===== src/hw/zdc_defines.vh =====
// Register offsets, field positions and reset values of the zoom/decimation control
`ifndef ZDC_DEFINES_VH
`define ZDC_DEFINES_VH
// Byte addresses of the 16-bit register bus
`define ZDC_A_CAL_CTL     7'h26
`define ZDC_A_LATCH_LO    7'h28
`define ZDC_A_LATCH_MID   7'h2A
`define ZDC_A_LATCH_HI    7'h2C
`define ZDC_A_LATCH_TOP   7'h2E
`define ZDC_A_COARSE_HI   7'h30
`define ZDC_A_COARSE_LO   7'h32
`define ZDC_A_FINE_B3     7'h34
`define ZDC_A_FINE_B2     7'h36
`define ZDC_A_FINE_B1     7'h38
`define ZDC_A_FINE_B0     7'h3A
`define ZDC_A_MIX_CTL     7'h3C
`define ZDC_A_XFER        7'h3E
// Field positions
`define ZDC_CAL_MODE_LSB  5
`define ZDC_CTL_FILT_BIT  4
`define ZDC_CTL_CLR_BIT   6
`define ZDC_CTL_RST_BIT   7
`define ZDC_SEL_MAX       5'h18
// Widths of staging halves and accumulators
`define ZDC_COARSE_W      11
`define ZDC_FINE_W        29
`define ZDC_ACC_W         40
// Reset values
`define ZDC_RST_CTL       8'h00
`define ZDC_RST_CAL       3'h0
`define ZDC_RST_SEL       5'h00
// Converter calibration mode codes
`define ZDC_CAL_RESET     3'h0
`define ZDC_CAL_FULL      3'h7
`endif


===== src/hw/zdc_top.v =====
// Zoom oscillator, decimation control and count latch readback
`timescale 1ns/10ps
`default_nettype none
`include "zdc_defines.vh"

module zdc_top #(
  parameter DW         = 16,
  parameter FIFO_DEPTH = 8,
  parameter [39:0] PHASE_INIT = 40'h00_0000_0000
) (
  // Clock and reset
  input  wire            i_clk_sys,
  input  wire            i_arst_n,
  // Register bus, 16-bit
  input  wire [6:0]      i_bus_addr,
  input  wire            i_bus_wr,
  input  wire            i_bus_rd,
  input  wire [15:0]     i_bus_wdata,
  output reg  [15:0]     o_bus_rdata,
  output reg             o_bus_ack,
  // Timing line and measurement loop status
  input  wire            i_sync,
  input  wire            i_trig_state,
  input  wire [1:0]      i_meas_code,
  input  wire            i_armed,
  input  wire            i_trig,
  input  wire [1:0]      i_pack_shift,
  // Converter calibration controls
  output reg  [2:0]      o_converter_cal_mode,
  output reg             o_cal_reset,
  output reg             o_cal_dither,
  output reg             o_cal_gain_corr,
  output reg             o_cal_dac_corr,
  output reg             o_cal_err_update,
  // Sample input stream
  input  wire            i_smp_valid,
  output wire            o_smp_ready,
  input  wire [DW-1:0]   i_smp_data,
  // Complex output stream
  output wire            o_out_valid,
  input  wire            i_out_ready,
  output wire [DW-1:0]   o_out_i,
  output wire [DW-1:0]   o_out_q
);
  localparam AW = `ZDC_ACC_W;
  localparam SW = DW + 25;

  //--------------------------------------------------------------
  // Reset release and timing line synchroniser
  //--------------------------------------------------------------
  reg rst_s1_r;
  reg rst_n;
  reg sync_s1_r;
  reg sync_s2_r;
  reg sync_d_r;
  wire sync_fall = sync_d_r & ~sync_s2_r;

  // Reset is released through two flops
  always @(posedge i_clk_sys or negedge i_arst_n) begin
    if (!i_arst_n) begin
      rst_s1_r <= 1'b0;
      rst_n    <= 1'b0;
    end else begin
      rst_s1_r <= 1'b1;
      rst_n    <= rst_s1_r;
    end
  end

  // The second and third stages feed the edge detector
  always @(posedge i_clk_sys or negedge rst_n) begin
    if (!rst_n) begin
      sync_s1_r <= 1'b1;
      sync_s2_r <= 1'b1;
      sync_d_r  <= 1'b1;
    end else begin
      sync_s1_r <= i_sync;
      sync_s2_r <= sync_s1_r;
      sync_d_r  <= sync_s2_r;
    end
  end

  //--------------------------------------------------------------
  // Register state
  //--------------------------------------------------------------
  reg [4:0]  sel_r;
  reg [7:0]  ctl_r;
  reg [10:0] coarse_r;
  reg [28:0] fine_r;
  reg [AW-1:0] freq_r;
  reg [AW-1:0] phase_r;
  reg [24:0] dcnt_r;
  reg [24:0] latch_r;
  reg [1:0]  shift_r;
  reg        alt_r;
  reg        xfer_pend_r;
  reg        clr_dec;

  wire wr_any = i_bus_wr;
  wire wr_ctl = wr_any & (i_bus_addr == `ZDC_A_MIX_CTL);
  wire wr_cap = wr_any & (i_bus_addr == `ZDC_A_LATCH_HI);
  wire wr_clr = wr_any & (i_bus_addr == `ZDC_A_LATCH_MID);
  wire wr_xf  = wr_any & (i_bus_addr == `ZDC_A_XFER);
  wire trig_ev = i_trig & i_armed;

  // Transfer events: delayed strobe, armed trigger, trigger-state high fall, code 01 fall
  wire xfer_go = xfer_pend_r | trig_ev
               | (sync_fall & i_trig_state)
               | (sync_fall & (i_meas_code == 2'b01));
  wire do_init = sync_fall & ctl_r[`ZDC_CTL_RST_BIT];

  // Opcode decode: store moves staging to accumulators
  wire [3:0] op   = ctl_r[3:0];
  wire is_store   = (op == 4'h1) | op[3];
  wire is_recall  = ~op[3] & (op[2:1] != 2'b00);
  wire use_c = (op == 4'h1) | (op == 4'h8) | (op == 4'hA) | (op == 4'hB)
             | (op == 4'hE) | (op == 4'hF) | (op == 4'h2) | (op == 4'h3)
             | (op == 4'h6) | (op == 4'h7);
  wire use_f = (op == 4'h1) | (op == 4'h9) | (op == 4'hC) | (op == 4'hD)
             | (op == 4'hE) | (op == 4'hF) | (op == 4'h4) | (op == 4'h5)
             | (op == 4'h6) | (op == 4'h7);
  wire to_f  = (op == 4'h1) | (op == 4'h8) | (op == 4'h9) | (op == 4'hA)
             | (op == 4'hC) | (op == 4'hE)
             | (is_recall & ~op[0]);
  wire to_p  = (op == 4'h1) | (op == 4'h8) | (op == 4'h9) | (op == 4'hB)
             | (op == 4'hD) | (op == 4'hF)
             | (is_recall & op[0]);
  wire [AW-1:0] src_w = to_f ? freq_r : phase_r;

  //--------------------------------------------------------------
  // Bus writes of control and staging
  //--------------------------------------------------------------
  // Write wins over the clear bit's own self-clear in one cycle
  always @(posedge i_clk_sys or negedge rst_n) begin
    if (!rst_n) begin
      sel_r   <= `ZDC_RST_SEL;
      ctl_r   <= `ZDC_RST_CTL;
      o_converter_cal_mode <= `ZDC_RST_CAL;
      coarse_r <= 11'h000;
      fine_r   <= 29'h0000_0000;
      xfer_pend_r <= 1'b0;
    end else begin
      xfer_pend_r <= wr_xf;
      if (wr_any & (i_bus_addr == `ZDC_A_LATCH_LO))
        sel_r <= i_bus_wdata[4:0];
      if (wr_any & (i_bus_addr == `ZDC_A_CAL_CTL))
        o_converter_cal_mode <= i_bus_wdata[7:5];
      // Recall pulls accumulators into staging
      if (xfer_go & is_recall & use_c)
        coarse_r <= src_w[39:29];
      else if (wr_any & (i_bus_addr == `ZDC_A_COARSE_HI))
        coarse_r[10:3] <= i_bus_wdata[7:0];
      else if (wr_any & (i_bus_addr == `ZDC_A_COARSE_LO))
        coarse_r[2:0] <= i_bus_wdata[7:5];
      if (xfer_go & is_recall & use_f)
        fine_r <= src_w[28:0];
      else if (wr_any & (i_bus_addr == `ZDC_A_FINE_B3))
        fine_r[28:21] <= i_bus_wdata[7:0];
      else if (wr_any & (i_bus_addr == `ZDC_A_FINE_B2))
        fine_r[20:13] <= i_bus_wdata[7:0];
      else if (wr_any & (i_bus_addr == `ZDC_A_FINE_B1))
        fine_r[12:5] <= i_bus_wdata[7:0];
      else if (wr_any & (i_bus_addr == `ZDC_A_FINE_B0))
        fine_r[4:0] <= i_bus_wdata[7:3];
      // Control register: init, host write, then self-clear
      if (do_init)
        ctl_r <= 8'h00;
      else if (wr_ctl)
        ctl_r <= {i_bus_wdata[7:6], 1'b0, i_bus_wdata[4:0]};
      else if (xfer_go)
        ctl_r[`ZDC_CTL_CLR_BIT] <= 1'b0;
    end
  end

  // Calibration mode decode into converter controls
  always @* begin
    o_cal_reset      = (o_converter_cal_mode == `ZDC_CAL_RESET);
    o_cal_dither     = (o_converter_cal_mode >= 3'h2);
    o_cal_gain_corr  = (o_converter_cal_mode == 3'h3) | (o_converter_cal_mode >= 3'h5);
    o_cal_dac_corr   = (o_converter_cal_mode >= 3'h4);
    o_cal_err_update = (o_converter_cal_mode == 3'h3) | (o_converter_cal_mode == 3'h4)
                     | (o_converter_cal_mode == `ZDC_CAL_FULL);
  end

  //--------------------------------------------------------------
  // Oscillator accumulators
  //--------------------------------------------------------------
  wire fifo_rdy;
  wire take = i_smp_valid & fifo_rdy;
  wire [AW-1:0] stg_w = {use_c ? coarse_r : 11'h000, use_f ? fine_r : 29'h0000_0000};
  assign o_smp_ready = fifo_rdy;

  // Store updates chosen halves, else phase steps by frequency
  always @(posedge i_clk_sys or negedge rst_n) begin
    if (!rst_n) begin
      freq_r  <= {AW{1'b0}};
      phase_r <= {AW{1'b0}};
    end else if (do_init) begin
      freq_r  <= {AW{1'b0}};
      phase_r <= PHASE_INIT;
    end else begin
      if (xfer_go & is_store & to_f)
        freq_r <= {use_c ? coarse_r : freq_r[39:29],
                   use_f ? fine_r : freq_r[28:0]};
      if (xfer_go & is_store & to_p)
        phase_r <= {stg_w[39:29] | (use_c ? 11'h000 : phase_r[39:29]),
                    use_f ? fine_r : phase_r[28:0]};
      else if (take)
        phase_r <= phase_r + freq_r;
    end
  end

  // Quarter-resolution sine table, 16 points per cycle
  function signed [7:0] sin_lut;
    input [3:0] idx;
    begin
      case (idx)
        4'h0, 4'h8: sin_lut = 8'sd0;
        4'h1, 4'h7: sin_lut = 8'sd49;
        4'h2, 4'h6: sin_lut = 8'sd90;
        4'h3, 4'h5: sin_lut = 8'sd118;
        4'h4:       sin_lut = 8'sd127;
        4'h9, 4'hF: sin_lut = -8'sd49;
        4'hA, 4'hE: sin_lut = -8'sd90;
        4'hB, 4'hD: sin_lut = -8'sd118;
        default:    sin_lut = -8'sd127;
      endcase
    end
  endfunction

  wire [AW-1:0] ph_nxt = phase_r + freq_r;
  wire signed [7:0] cos_w = sin_lut(ph_nxt[39:36] + 4'h4);
  wire signed [7:0] sin_w = sin_lut(ph_nxt[39:36]);
  wire signed [DW+7:0] mi_w = $signed(i_smp_data) * cos_w;
  wire signed [DW+7:0] mq_w = $signed(i_smp_data) * sin_w;
  wire signed [DW-1:0] mi_t = mi_w[DW+6:7];
  wire signed [DW-1:0] mq_t = mq_w[DW+6:7];

  //--------------------------------------------------------------
  // Mixer lowpass (two-tap average)
  //--------------------------------------------------------------
  reg signed [DW-1:0] lp_i_r;
  reg signed [DW-1:0] lp_q_r;
  wire signed [DW:0] si_w = $signed({mi_t[DW-1], mi_t}) + $signed({lp_i_r[DW-1], lp_i_r});
  wire signed [DW:0] sq_w = $signed({mq_t[DW-1], mq_t}) + $signed({lp_q_r[DW-1], lp_q_r});
  wire filt = ctl_r[`ZDC_CTL_FILT_BIT];
  wire signed [DW-1:0] fi_w = filt ? si_w[DW:1] : mi_t;
  wire signed [DW-1:0] fq_w = filt ? sq_w[DW:1] : mq_t;

  // Clear occurs at the transfer event when armed by the clear bit
  always @(posedge i_clk_sys or negedge rst_n) begin
    if (!rst_n) begin
      lp_i_r <= {DW{1'b0}};
      lp_q_r <= {DW{1'b0}};
    end else if (do_init | (xfer_go & ctl_r[`ZDC_CTL_CLR_BIT])) begin
      lp_i_r <= {DW{1'b0}};
      lp_q_r <= {DW{1'b0}};
    end else if (take) begin
      lp_i_r <= mi_t;
      lp_q_r <= mq_t;
    end
  end

  //--------------------------------------------------------------
  // Decimation: averaging over 2^N samples
  //--------------------------------------------------------------
  reg signed [SW-1:0] acc_i_r;
  reg signed [SW-1:0] acc_q_r;
  wire [24:0] mask_w = (25'h000_0001 << sel_r) - 25'h000_0001;
  wire dec_end = ((dcnt_r & mask_w) == mask_w);
  wire signed [SW-1:0] ni_w = acc_i_r + {{(SW-DW){fi_w[DW-1]}}, fi_w};
  wire signed [SW-1:0] nq_w = acc_q_r + {{(SW-DW){fq_w[DW-1]}}, fq_w};
  wire signed [SW-1:0] oi_w = ni_w >>> sel_r;
  wire signed [SW-1:0] oq_w = nq_w >>> sel_r;
  wire bypass = (sel_r == 5'h00);
  wire emit = take & (bypass | dec_end);
  wire [2*DW-1:0] fifo_in = bypass ? {fi_w, fq_w} : {oi_w[DW-1:0], oq_w[DW-1:0]};

  always @* begin
    clr_dec = wr_clr;
  end

  // Counter runs on every sample; clear touches only accumulators
  always @(posedge i_clk_sys or negedge rst_n) begin
    if (!rst_n) begin
      dcnt_r  <= 25'h000_0000;
      acc_i_r <= {SW{1'b0}};
      acc_q_r <= {SW{1'b0}};
    end else begin
      if (take)
        dcnt_r <= dcnt_r + 25'h000_0001;
      if (clr_dec | (take & (bypass | dec_end))) begin
        acc_i_r <= {SW{1'b0}};
        acc_q_r <= {SW{1'b0}};
      end else if (take) begin
        acc_i_r <= ni_w;
        acc_q_r <= nq_w;
      end
    end
  end

  // Latch captured on host strobe or on the trigger, then held
  always @(posedge i_clk_sys or negedge rst_n) begin
    if (!rst_n) begin
      latch_r <= 25'h000_0000;
      shift_r <= 2'b00;
      alt_r   <= 1'b0;
    end else if (wr_cap | trig_ev) begin
      latch_r <= dcnt_r;
      shift_r <= i_pack_shift;
      alt_r   <= dcnt_r[0];
    end
  end

  //--------------------------------------------------------------
  // Output FIFO
  //--------------------------------------------------------------
  zdc_fifo #(
    .W     (2*DW),
    .DEPTH (FIFO_DEPTH),
    .AW    (3)
  ) u_fifo (
    .i_clk_sys   (i_clk_sys),
    .i_rst_n     (rst_n),
    .i_in_valid  (emit),
    .o_in_ready  (fifo_rdy),
    .i_in_data   (fifo_in),
    .o_out_valid (o_out_valid),
    .i_out_ready (i_out_ready),
    .o_out_data  ({o_out_i, o_out_q})
  );

  //--------------------------------------------------------------
  // Bus reads, one cycle later with ack
  //--------------------------------------------------------------
  reg [15:0] rd_nxt;
  always @* begin
    case (i_bus_addr)
      `ZDC_A_LATCH_LO:  rd_nxt = {5'h00, alt_r, shift_r, latch_r[7:0]};
      `ZDC_A_LATCH_MID: rd_nxt = {8'h00, latch_r[15:8]};
      `ZDC_A_LATCH_HI:  rd_nxt = {8'h00, latch_r[23:16]};
      `ZDC_A_LATCH_TOP: rd_nxt = {15'h0000, latch_r[24]};
      `ZDC_A_COARSE_HI: rd_nxt = {8'h00, coarse_r[10:3]};
      `ZDC_A_COARSE_LO: rd_nxt = {8'h00, coarse_r[2:0], 5'h00};
      `ZDC_A_FINE_B3:   rd_nxt = {8'h00, fine_r[28:21]};
      `ZDC_A_FINE_B2:   rd_nxt = {8'h00, fine_r[20:13]};
      `ZDC_A_FINE_B1:   rd_nxt = {8'h00, fine_r[12:5]};
      `ZDC_A_FINE_B0:   rd_nxt = {8'h00, fine_r[4:0], 3'b000};
      default:          rd_nxt = 16'h0000;
    endcase
  end

  always @(posedge i_clk_sys or negedge rst_n) begin
    if (!rst_n) begin
      o_bus_rdata <= 16'h0000;
      o_bus_ack   <= 1'b0;
    end else begin
      o_bus_ack <= i_bus_rd | i_bus_wr;
      if (i_bus_rd)
        o_bus_rdata <= rd_nxt;
    end
  end
endmodule // zdc_top
`default_nettype wire


===== src/hw/zdc_fifo.v =====
// Small synchronous FIFO with valid/ready on both sides
`timescale 1ns/10ps
`default_nettype none
module zdc_fifo #(
  parameter W     = 32,
  parameter DEPTH = 8,
  parameter AW    = 3
) (
  // Clock and reset
  input  wire          i_clk_sys,
  input  wire          i_rst_n,
  // Fill side
  input  wire          i_in_valid,
  output wire          o_in_ready,
  input  wire [W-1:0]  i_in_data,
  // Drain side
  output wire          o_out_valid,
  input  wire          i_out_ready,
  output reg  [W-1:0]  o_out_data
);
  reg [W-1:0] mem_r [0:DEPTH-1];
  reg [AW-1:0] wp_r;
  reg [AW-1:0] rp_r;
  reg [AW:0]   cnt_r;
  wire push;
  wire pop;

  // Honest flags from the occupancy count
  assign o_in_ready  = (cnt_r != DEPTH[AW:0]);
  assign o_out_valid = (cnt_r != {(AW+1){1'b0}});
  assign push = i_in_valid & o_in_ready;
  assign pop  = o_out_valid & i_out_ready;

  // Storage write, no reset needed for data
  always @(posedge i_clk_sys) begin
    if (push) begin
      mem_r[wp_r] <= i_in_data;
    end
  end

  // Head word read combinationally from storage at the read pointer
  always @* begin
    o_out_data = mem_r[rp_r];
  end

  // Pointers and count
  always @(posedge i_clk_sys or negedge i_rst_n) begin
    if (!i_rst_n) begin
      wp_r  <= {AW{1'b0}};
      rp_r  <= {AW{1'b0}};
      cnt_r <= {(AW+1){1'b0}};
    end else begin
      if (push) begin
        wp_r <= (wp_r == DEPTH[AW-1:0] - 1'b1) ? {AW{1'b0}} : wp_r + 1'b1;
      end
      if (pop) begin
        rp_r <= (rp_r == DEPTH[AW-1:0] - 1'b1) ? {AW{1'b0}} : rp_r + 1'b1;
      end
      if (push & ~pop) begin
        cnt_r <= cnt_r + 1'b1;
      end else if (pop & ~push) begin
        cnt_r <= cnt_r - 1'b1;
      end
    end
  end
endmodule // zdc_fifo
`default_nettype wire


===== config.mk =====
export PLATFORM = sky130hd
export DESIGN_NAME = zdc_top
export DESIGN_NICKNAME = d
export VERILOG_FILES = /design/src/hw/zdc_top.v /design/src/hw/zdc_fifo.v
export VERILOG_INCLUDE_DIRS = /design/src /design/src/hw
export SDC_FILE = /design/constraint.sdc
export NUM_CORES = 2
export LEC_CHECK = 0
export ABC_AREA = 1
export BUFFER_PORTS_ARGS = -buffer_cell sky130_fd_sc_hd__buf_2
export CAP_MARGIN = 20
export CORE_ASPECT_RATIO = 1.1
export CORE_MARGIN = 8
export CORE_UTILIZATION = 52
export CTS_BUF_LIST = sky130_fd_sc_hd__clkbuf_4
export DETAILED_ROUTE_END_ITERATION = 8
export PLACE_DENSITY = 0.7
export SLEW_MARGIN = 20
export SYNTH_ARGS = -nofsm -noshare
export SYNTH_HDL_FRONTEND = slang
export SYNTH_SLANG_ARGS = --single-unit

===== constraint.sdc =====
create_clock -name i_clk_sys -period 20 [get_ports i_clk_sys]
set_input_delay 2 -clock i_clk_sys [delete_from_list [all_inputs] [get_ports i_clk_sys]]
set_output_delay 2 -clock i_clk_sys [all_outputs]
set_load 0.01 [all_outputs]

# Yosys cells after proc, flatten, opt, wreduce, memory -nomap -nowiden

Memory sizes are Yosys's and may differ from the RTL's.
Cells that the tools add are included.

Bits in read-only memories: 256
Word-level logic and storage cells: 247
Input bits: 53
Output and inout port bits: 59
Memory bits (writable): 256
Memories: 3
Bits in registers: 336

Add/sub/neg operators: 12
Magnitude comparators: 3
$mul: 2
Reductions and logical operators: 26
Equal/unequal tests: 41
Shift operators: 3
Mux-type cells: 45
Bitwise operators: 79

Memories:

| name             | words | width | rd ports | clocked after memory_dff | write ports | line          | RTL |
|---|---|---|---|---|---|---|---|
| u_fifo.mem_r     | 8     | 32    | 1        | 0                        | 1           | zdc_fifo.v:21 | `reg [W-1:0] mem_r [0:DEPTH-1];` |
| (name not given) | 16    | 8     | 1        | 0                        | 0           | zdc_top.v:216 | `case (idx)` |
| (name not given) | 16    | 8     | 1        | 0                        | 0           | zdc_top.v:216 |  |

Operators by type and width:

| operator                | count |
|---|---|
| $mux W40                | 6 |
| $mux W41                | 4 |
| $pmux W11 S10           | 1 |
| $mux W16                | 6 |
| $eq A7 B6 Y1 const B    | 13 |
| $add A41 B41 Y41        | 2 |
| $sshr A41 B5 Y16        | 2 |
| $mux W29                | 2 |
| $mul A16 B8 Y23         | 2 |
| $mux W11                | 4 |
| $add A40 B40 Y40        | 1 |
| $mux W8                 | 5 |
| $or A1 B1 Y1            | 39 |
| $add A16 B16 Y17        | 2 |
| $and A1 B1 Y1           | 33 |
| $eq A4 B4 Y1 const B    | 8 |
| $mux W32                | 1 |
| $reduce_bool A2 Y1      | 14 |
| $add A25 B1 Y25 const B | 1 |
| $and A25 B25 Y25        | 1 |
| $eq A25 B25 Y1          | 1 |
| $shl A1 B5 Y25 const A  | 1 |
| $sub A25 B1 Y25 const B | 1 |
| $mux W21                | 1 |
| other kinds (30)        | 60 |

# Longest topological paths before layout

Depth in word-level cells: 14
Mapped depth: 86
Mapped depth without buffers: 86

# Modules after synthesis

Synthesis repeated with hierarchy kept, for this count alone.

Cells, all modules: 6102
Area, all modules: 46357.0 sq um

By module, submodules not included:

| module   | area an instance (sq um) | seq. area each (sq um) | instances | cells an instance |
|---|---|---|---|---|
| zdc_top  | 35530.3                  | 7986.4                 | 1         | 5163 |
| zdc_fifo | 10826.6                  | 7937.6                 | 1         | 939 |

# Worst setup path after synthesis

No wires, ideal clock.

Kind: register to register
From: reg freq_r[0]
To: mem u_fifo.mem_r[0][15] (data pin)
Period minus slack after synthesis: 11103 ps
Stages on the path, launching flop included: 68
Data arrival time: 10816 ps
Required time: 19713 ps
Setup time: 287 ps
Path buffers: 1
Slack: 8897 ps
Cell sequence: dfrtp_1 ha_1 fa_1 nand2_1 o21ai_2 nand2_1 nand2_1 nand3_2 nand4_1 nand2_4 nand3_1 nand3_1 a21boi_1 clkbuf_1 nor2_1 fa_1 inv_1 fa_1 [... 32 more ...] nand2_1 nand2_1 nand2_1 inv_1 o21ai_1 nand2_1 nand2_1 or2_2 nand2_1 nand2_1 nand3_1 nand3_1 nand2_1 nand2_1 nand2_1 inv_1 nand2_1 a21oi_1

Longest elaborated chain between the ends: 8

RTL lines:

| item                   | line          | RTL |
|---|---|---|
| start, declared        | zdc_top.v:89  | `reg [AW-1:0] freq_r;` |
| start signal, assigned | zdc_top.v:195 | `freq_r <= {AW{1'b0}};` |
| start signal, assigned | zdc_top.v:198 | `freq_r <= {AW{1'b0}};` |
| start signal, assigned | zdc_top.v:202 | `freq_r <= {use_c ? coarse_r : freq_r[39:29],` |
| $add A40 B40 Y40 *     | zdc_top.v:230 | `wire [AW-1:0] ph_nxt = phase_r + freq_r;` |
| $mem_v2 Z16 W8 *       | n/a           |  |
| $mul A16 B8 Y23 *      | zdc_top.v:234 | `wire signed [DW+7:0] mq_w = $signed(i_smp_data) * sin_w;` |
| $add A16 B16 Y17       | zdc_top.v:244 | `wire signed [DW:0] sq_w = $signed({mq_t[DW-1], mq_t}) + $signed({lp_q_r[DW-1], lp_q_r});` |
| $mux W16 *             | zdc_top.v:247 | `wire signed [DW-1:0] fq_w = filt ? sq_w[DW:1] : mq_t;` |
| $add A41 B41 Y41       | zdc_top.v:271 | `wire signed [SW-1:0] nq_w = acc_q_r + {{(SW-DW){fq_w[DW-1]}}, fq_w};` |
| $sshr A41 B5 Y16       | zdc_top.v:273 | `wire signed [SW-1:0] oq_w = nq_w >>> sel_r;` |
| $mux W32 *             | zdc_top.v:276 | `wire [2*DW-1:0] fifo_in = bypass ? {fi_w, fq_w} : {oi_w[DW-1:0], oq_w[DW-1:0]};` |
| via fifo_in[15]        | zdc_top.v:276 |  |
| end, declared          | zdc_fifo.v:21 |  |

The timed path passes the listed nets; every way through them passes the cells marked *.

# Worst setup path in the final report

From: reg phase_r[0]
To: mem u_fifo.mem_r[3][14] (data pin)

Longest elaborated chain between the ends: 8

RTL lines:

| item                   | line          | RTL |
|---|---|---|
| start, declared        | zdc_top.v:90  | `reg [AW-1:0] phase_r;` |
| start signal, assigned | zdc_top.v:196 | `phase_r <= {AW{1'b0}};` |
| start signal, assigned | zdc_top.v:205 | `phase_r <= {stg_w[39:29] \| (use_c ? 11'h000 : phase_r[39:29]),` |
| start signal, assigned | zdc_top.v:208 | `phase_r <= phase_r + freq_r;` |
| $add A40 B40 Y40 *     | zdc_top.v:230 |  |
| $mem_v2 Z16 W8 *       | n/a           |  |
| $mul A16 B8 Y23 *      | zdc_top.v:234 |  |
| $add A16 B16 Y17       | zdc_top.v:244 |  |
| $mux W16 *             | zdc_top.v:247 |  |
| $add A41 B41 Y41       | zdc_top.v:271 |  |
| $sshr A41 B5 Y16       | zdc_top.v:273 |  |
| $mux W32 *             | zdc_top.v:276 |  |
| via fifo_in[14]        | zdc_top.v:276 |  |

Marked as above.

==> results.toml <==
[clocking]
cts_buffers = 151
cts_sinks = 585
htreeDepth = 4
clk_latency_ps = 1070
post_cts_buffers = 0
cts_buffer_depth = 3
ctsResizeCount = 0
cts.clk_slew.worst_paths_ps = 70
cts_tree = "built"
postCtsHoldBufs = 0
root_buffer = "clkbuf_4"

[detailed_routing]
wirelength_mm = 131
drt_iter0_drc = 3451
via_count = 41300
post-route-drc-count = 0
ant_nets = 0
dr.pass1.iters = 6
wl_per_cell_um = 17.9
via_per_inst = 5.65

[synth]
synth_top_cell_by_area = "dfrtp_1"
synth_seq_cells = 585
yosys-top-cells-count = "1184 x nand2_1, 829 x inv_1, 733 x nor2_1, 533 x o21ai_0, 337 x nand3_1"
synth_edf_count = 256
async_reset_ff_share_pct = 56.2
yosysMostFrequentCell = "nand2_1"
synthFlopType = "dfrtp_1"
netlist_area_um2 = 45700
synth_cells = 5945
synth_top_cell_area_share_pct = 17.8
synthTopCellsByArea = "dfrtp_1 18%, edfxtp_1 17%, nand2_1 9.7%"
ys_seq_area_share_pct = 34.8
synth_warnings = 0
synth_area_per_cell_um2 = 7.69
ys_types = 73

[placement]
gp_congestion = 0.999
port-buffer-count = 98
dpl.hpwl_mm = 96.7

[setup_path]
endpoint_kind = "flop"
rr_endpoint = "u_fifo.mem_r[3][14]"
critPathLaunchType = "flop"
critPathRequiredTime_ps = 20660
slowest_delay_ps = 820
cp.buffers_inverters = 7
r2r_start = "phase_r[0]"
worstSetupPathType = "reg -> reg"
cp.arrival_ps = 14740
crit_family = "compound AO/OA/AOI/OAI gates"
critical_path.max_fanout = 26
path_common_cell = "nand2_1"
path_depth = 61
crit_slowest_cell = "o41ai_1"
reg2reg_depth = 61
reg2reg_slack_ps = 5920

[grt]
grt_start_max_net_pins = 175
antenna_found_initial = 3
grt_pass1_wl_mm = 210
grt_pass1_vias = 39800
gr-usage-all-layers_pct = 26.4
grt-ovfl-total = 0

[run]
cap_viol_max_count = 0

[final_layout]
syn_to_final_growth_pct = 7.81
drive_above_1_share_pct = 8.21
fillers = 8324
nets = 6532
post-route-util_pct = 56.3

[sta]
holdWs_ps = 297
timing.final.crit_period_ps = 14080
clock.fmax_ghz = 0.0710
finalSetupViolCount = 0
period_share_pct = 70.4
tightest_slew_ps = 1150
setup_tns_ps = 0
rsz0062_at_grt = "false"
hold_viol_final = 0
max_slew_margin_pct = 22.3
clock_skew_ps = 106
slew_viol_final = 0

[floorplanning]
fp.dieW_um = 299
coreArea_um2 = 87600
rows = 114
start_util_pct = 52.2
pin_count = 112
dieArea_um2 = 97700
dieHeight_um = 327

[min_path]
hp-class = "reg -> async"

[outcome]
outcome = "finished clean"
==> layout by cell type, fill, tap and decap left out, types with 11 or more instances in the layout <==
master	Yosys	layout
fa_1	202	202
inv_2	16	24
nor4_1	16	16
o2111ai_1	11	11
a21oi_1	255	253
nand3_1	337	337
o22ai_1	123	123
nand2_1	1184	1183
nand4_1	26	26
nor2_1	733	732
xor2_1	104	104
nor3_1	43	35
nand2_2	14	15
o211ai_1	41	41
ha_1	247	247
edfxtp_1	256	256
or2_2	18	18
o221ai_1	35	35
o21bai_1	13	13
a211oi_1	19	19
o21ai_1	42	40
clkbuf_4	0	221
dfrtp_1	326	320
buf_4	6	51
buf_2	11	98
clkinv_1	18	46
xnor2_1	64	64
o21ai_0	533	532
inv_1	829	824
a31oi_1	84	84
==> registers in the layout (all words and copies together), names as in the netlist, 25 cells and up <==
signal	count
freq_r	40
acc_i_r	41
acc_q_r	41
fine_r	29
u_fifo.mem_r	256
latch_r	25
phase_r	40
dcnt_r	25
==> cell families after synthesis <==
| group | Yosys count | synth area share (%) |
|---|---|---|
| AND/OR/NAND/NOR | 2406 | 21.5 |
| AO/OA/AOI/OAI | 1235 | 15.5 |
| buffers and inverters | 1086 | 8.99 |
| flip-flops | 585 | 34.8 |
| adder cells (fa/ha/maj) | 449 | 15.6 |
| XOR/XNOR | 170 | 3.31 |
| multiplexers | 12 | 0.268 |
| other | 2 | 0.0164 |
==> cell type report <==
cell class                      count  area (µm²)  share of cell area, %
Timing Repair Buffer              151         908                   1.84
Clock buffer                      221        1660                   3.36
Sequential cell                   585       15900                   32.3
Multi-Input combinational cell   4278       25800                   52.3
Clock inverter                     50         294                  0.596
Antenna cell                        4        10.0                 0.0203
Inverter                          863        3240                   6.57
Tap cell                         1160        1450                   2.94
==> layer usage <==
metal | global-route usage, % | wire length, µm
met2 | 44.5 | 62900
met4 | 11.3 | 5340
met1 | 33.6 | 54500
met3 | 4.06 | 8410
met5 | 0 | 0
==> worst max-delay path by stage <==
stage	from	endpoint	slack, ps
finish	phase_r[0]	u_fifo.mem_r[3][14]	5920
global placement	freq_r[0]	u_fifo.mem_r[0][0]	6300
floorplan	freq_r[0]	u_fifo.mem_r[0][15]	8900
CTS	phase_r[0]	u_fifo.mem_r[3][14]	6000
detailed placement	freq_r[0]	u_fifo.mem_r[0][14]	6110
global route	freq_r[7]	u_fifo.mem_r[3][14]	4690
==> stage by stage <==
step / setup WS [ps] / std cells / area (µm²)
floorplan: 8900 / 5949 / 45800
global placement: 6300 / 7036 / 47300
detailed placement: 6110 / 7037 / 47300
CTS: 6000 / 7308 / 49300
global route: 4690 / 7312 / 49300
finish: 5920 / 7312 / 49300
==> worst reg2reg max path, delay by kind of cell (launching register included) <==
family	cells	cell delay [ps]
adders and majority gates	9	3630
xor gates and xnor gates	1	290
AOI/OAI and AO/OA	18	4980
buffers and inverters	7	880
and+or+nand+nor	26	3530
DFF	1	390
Power is left out: the tool's default activity adds up to more than one toggle a clock period on the data nets, which glitch-free logic cannot reach.
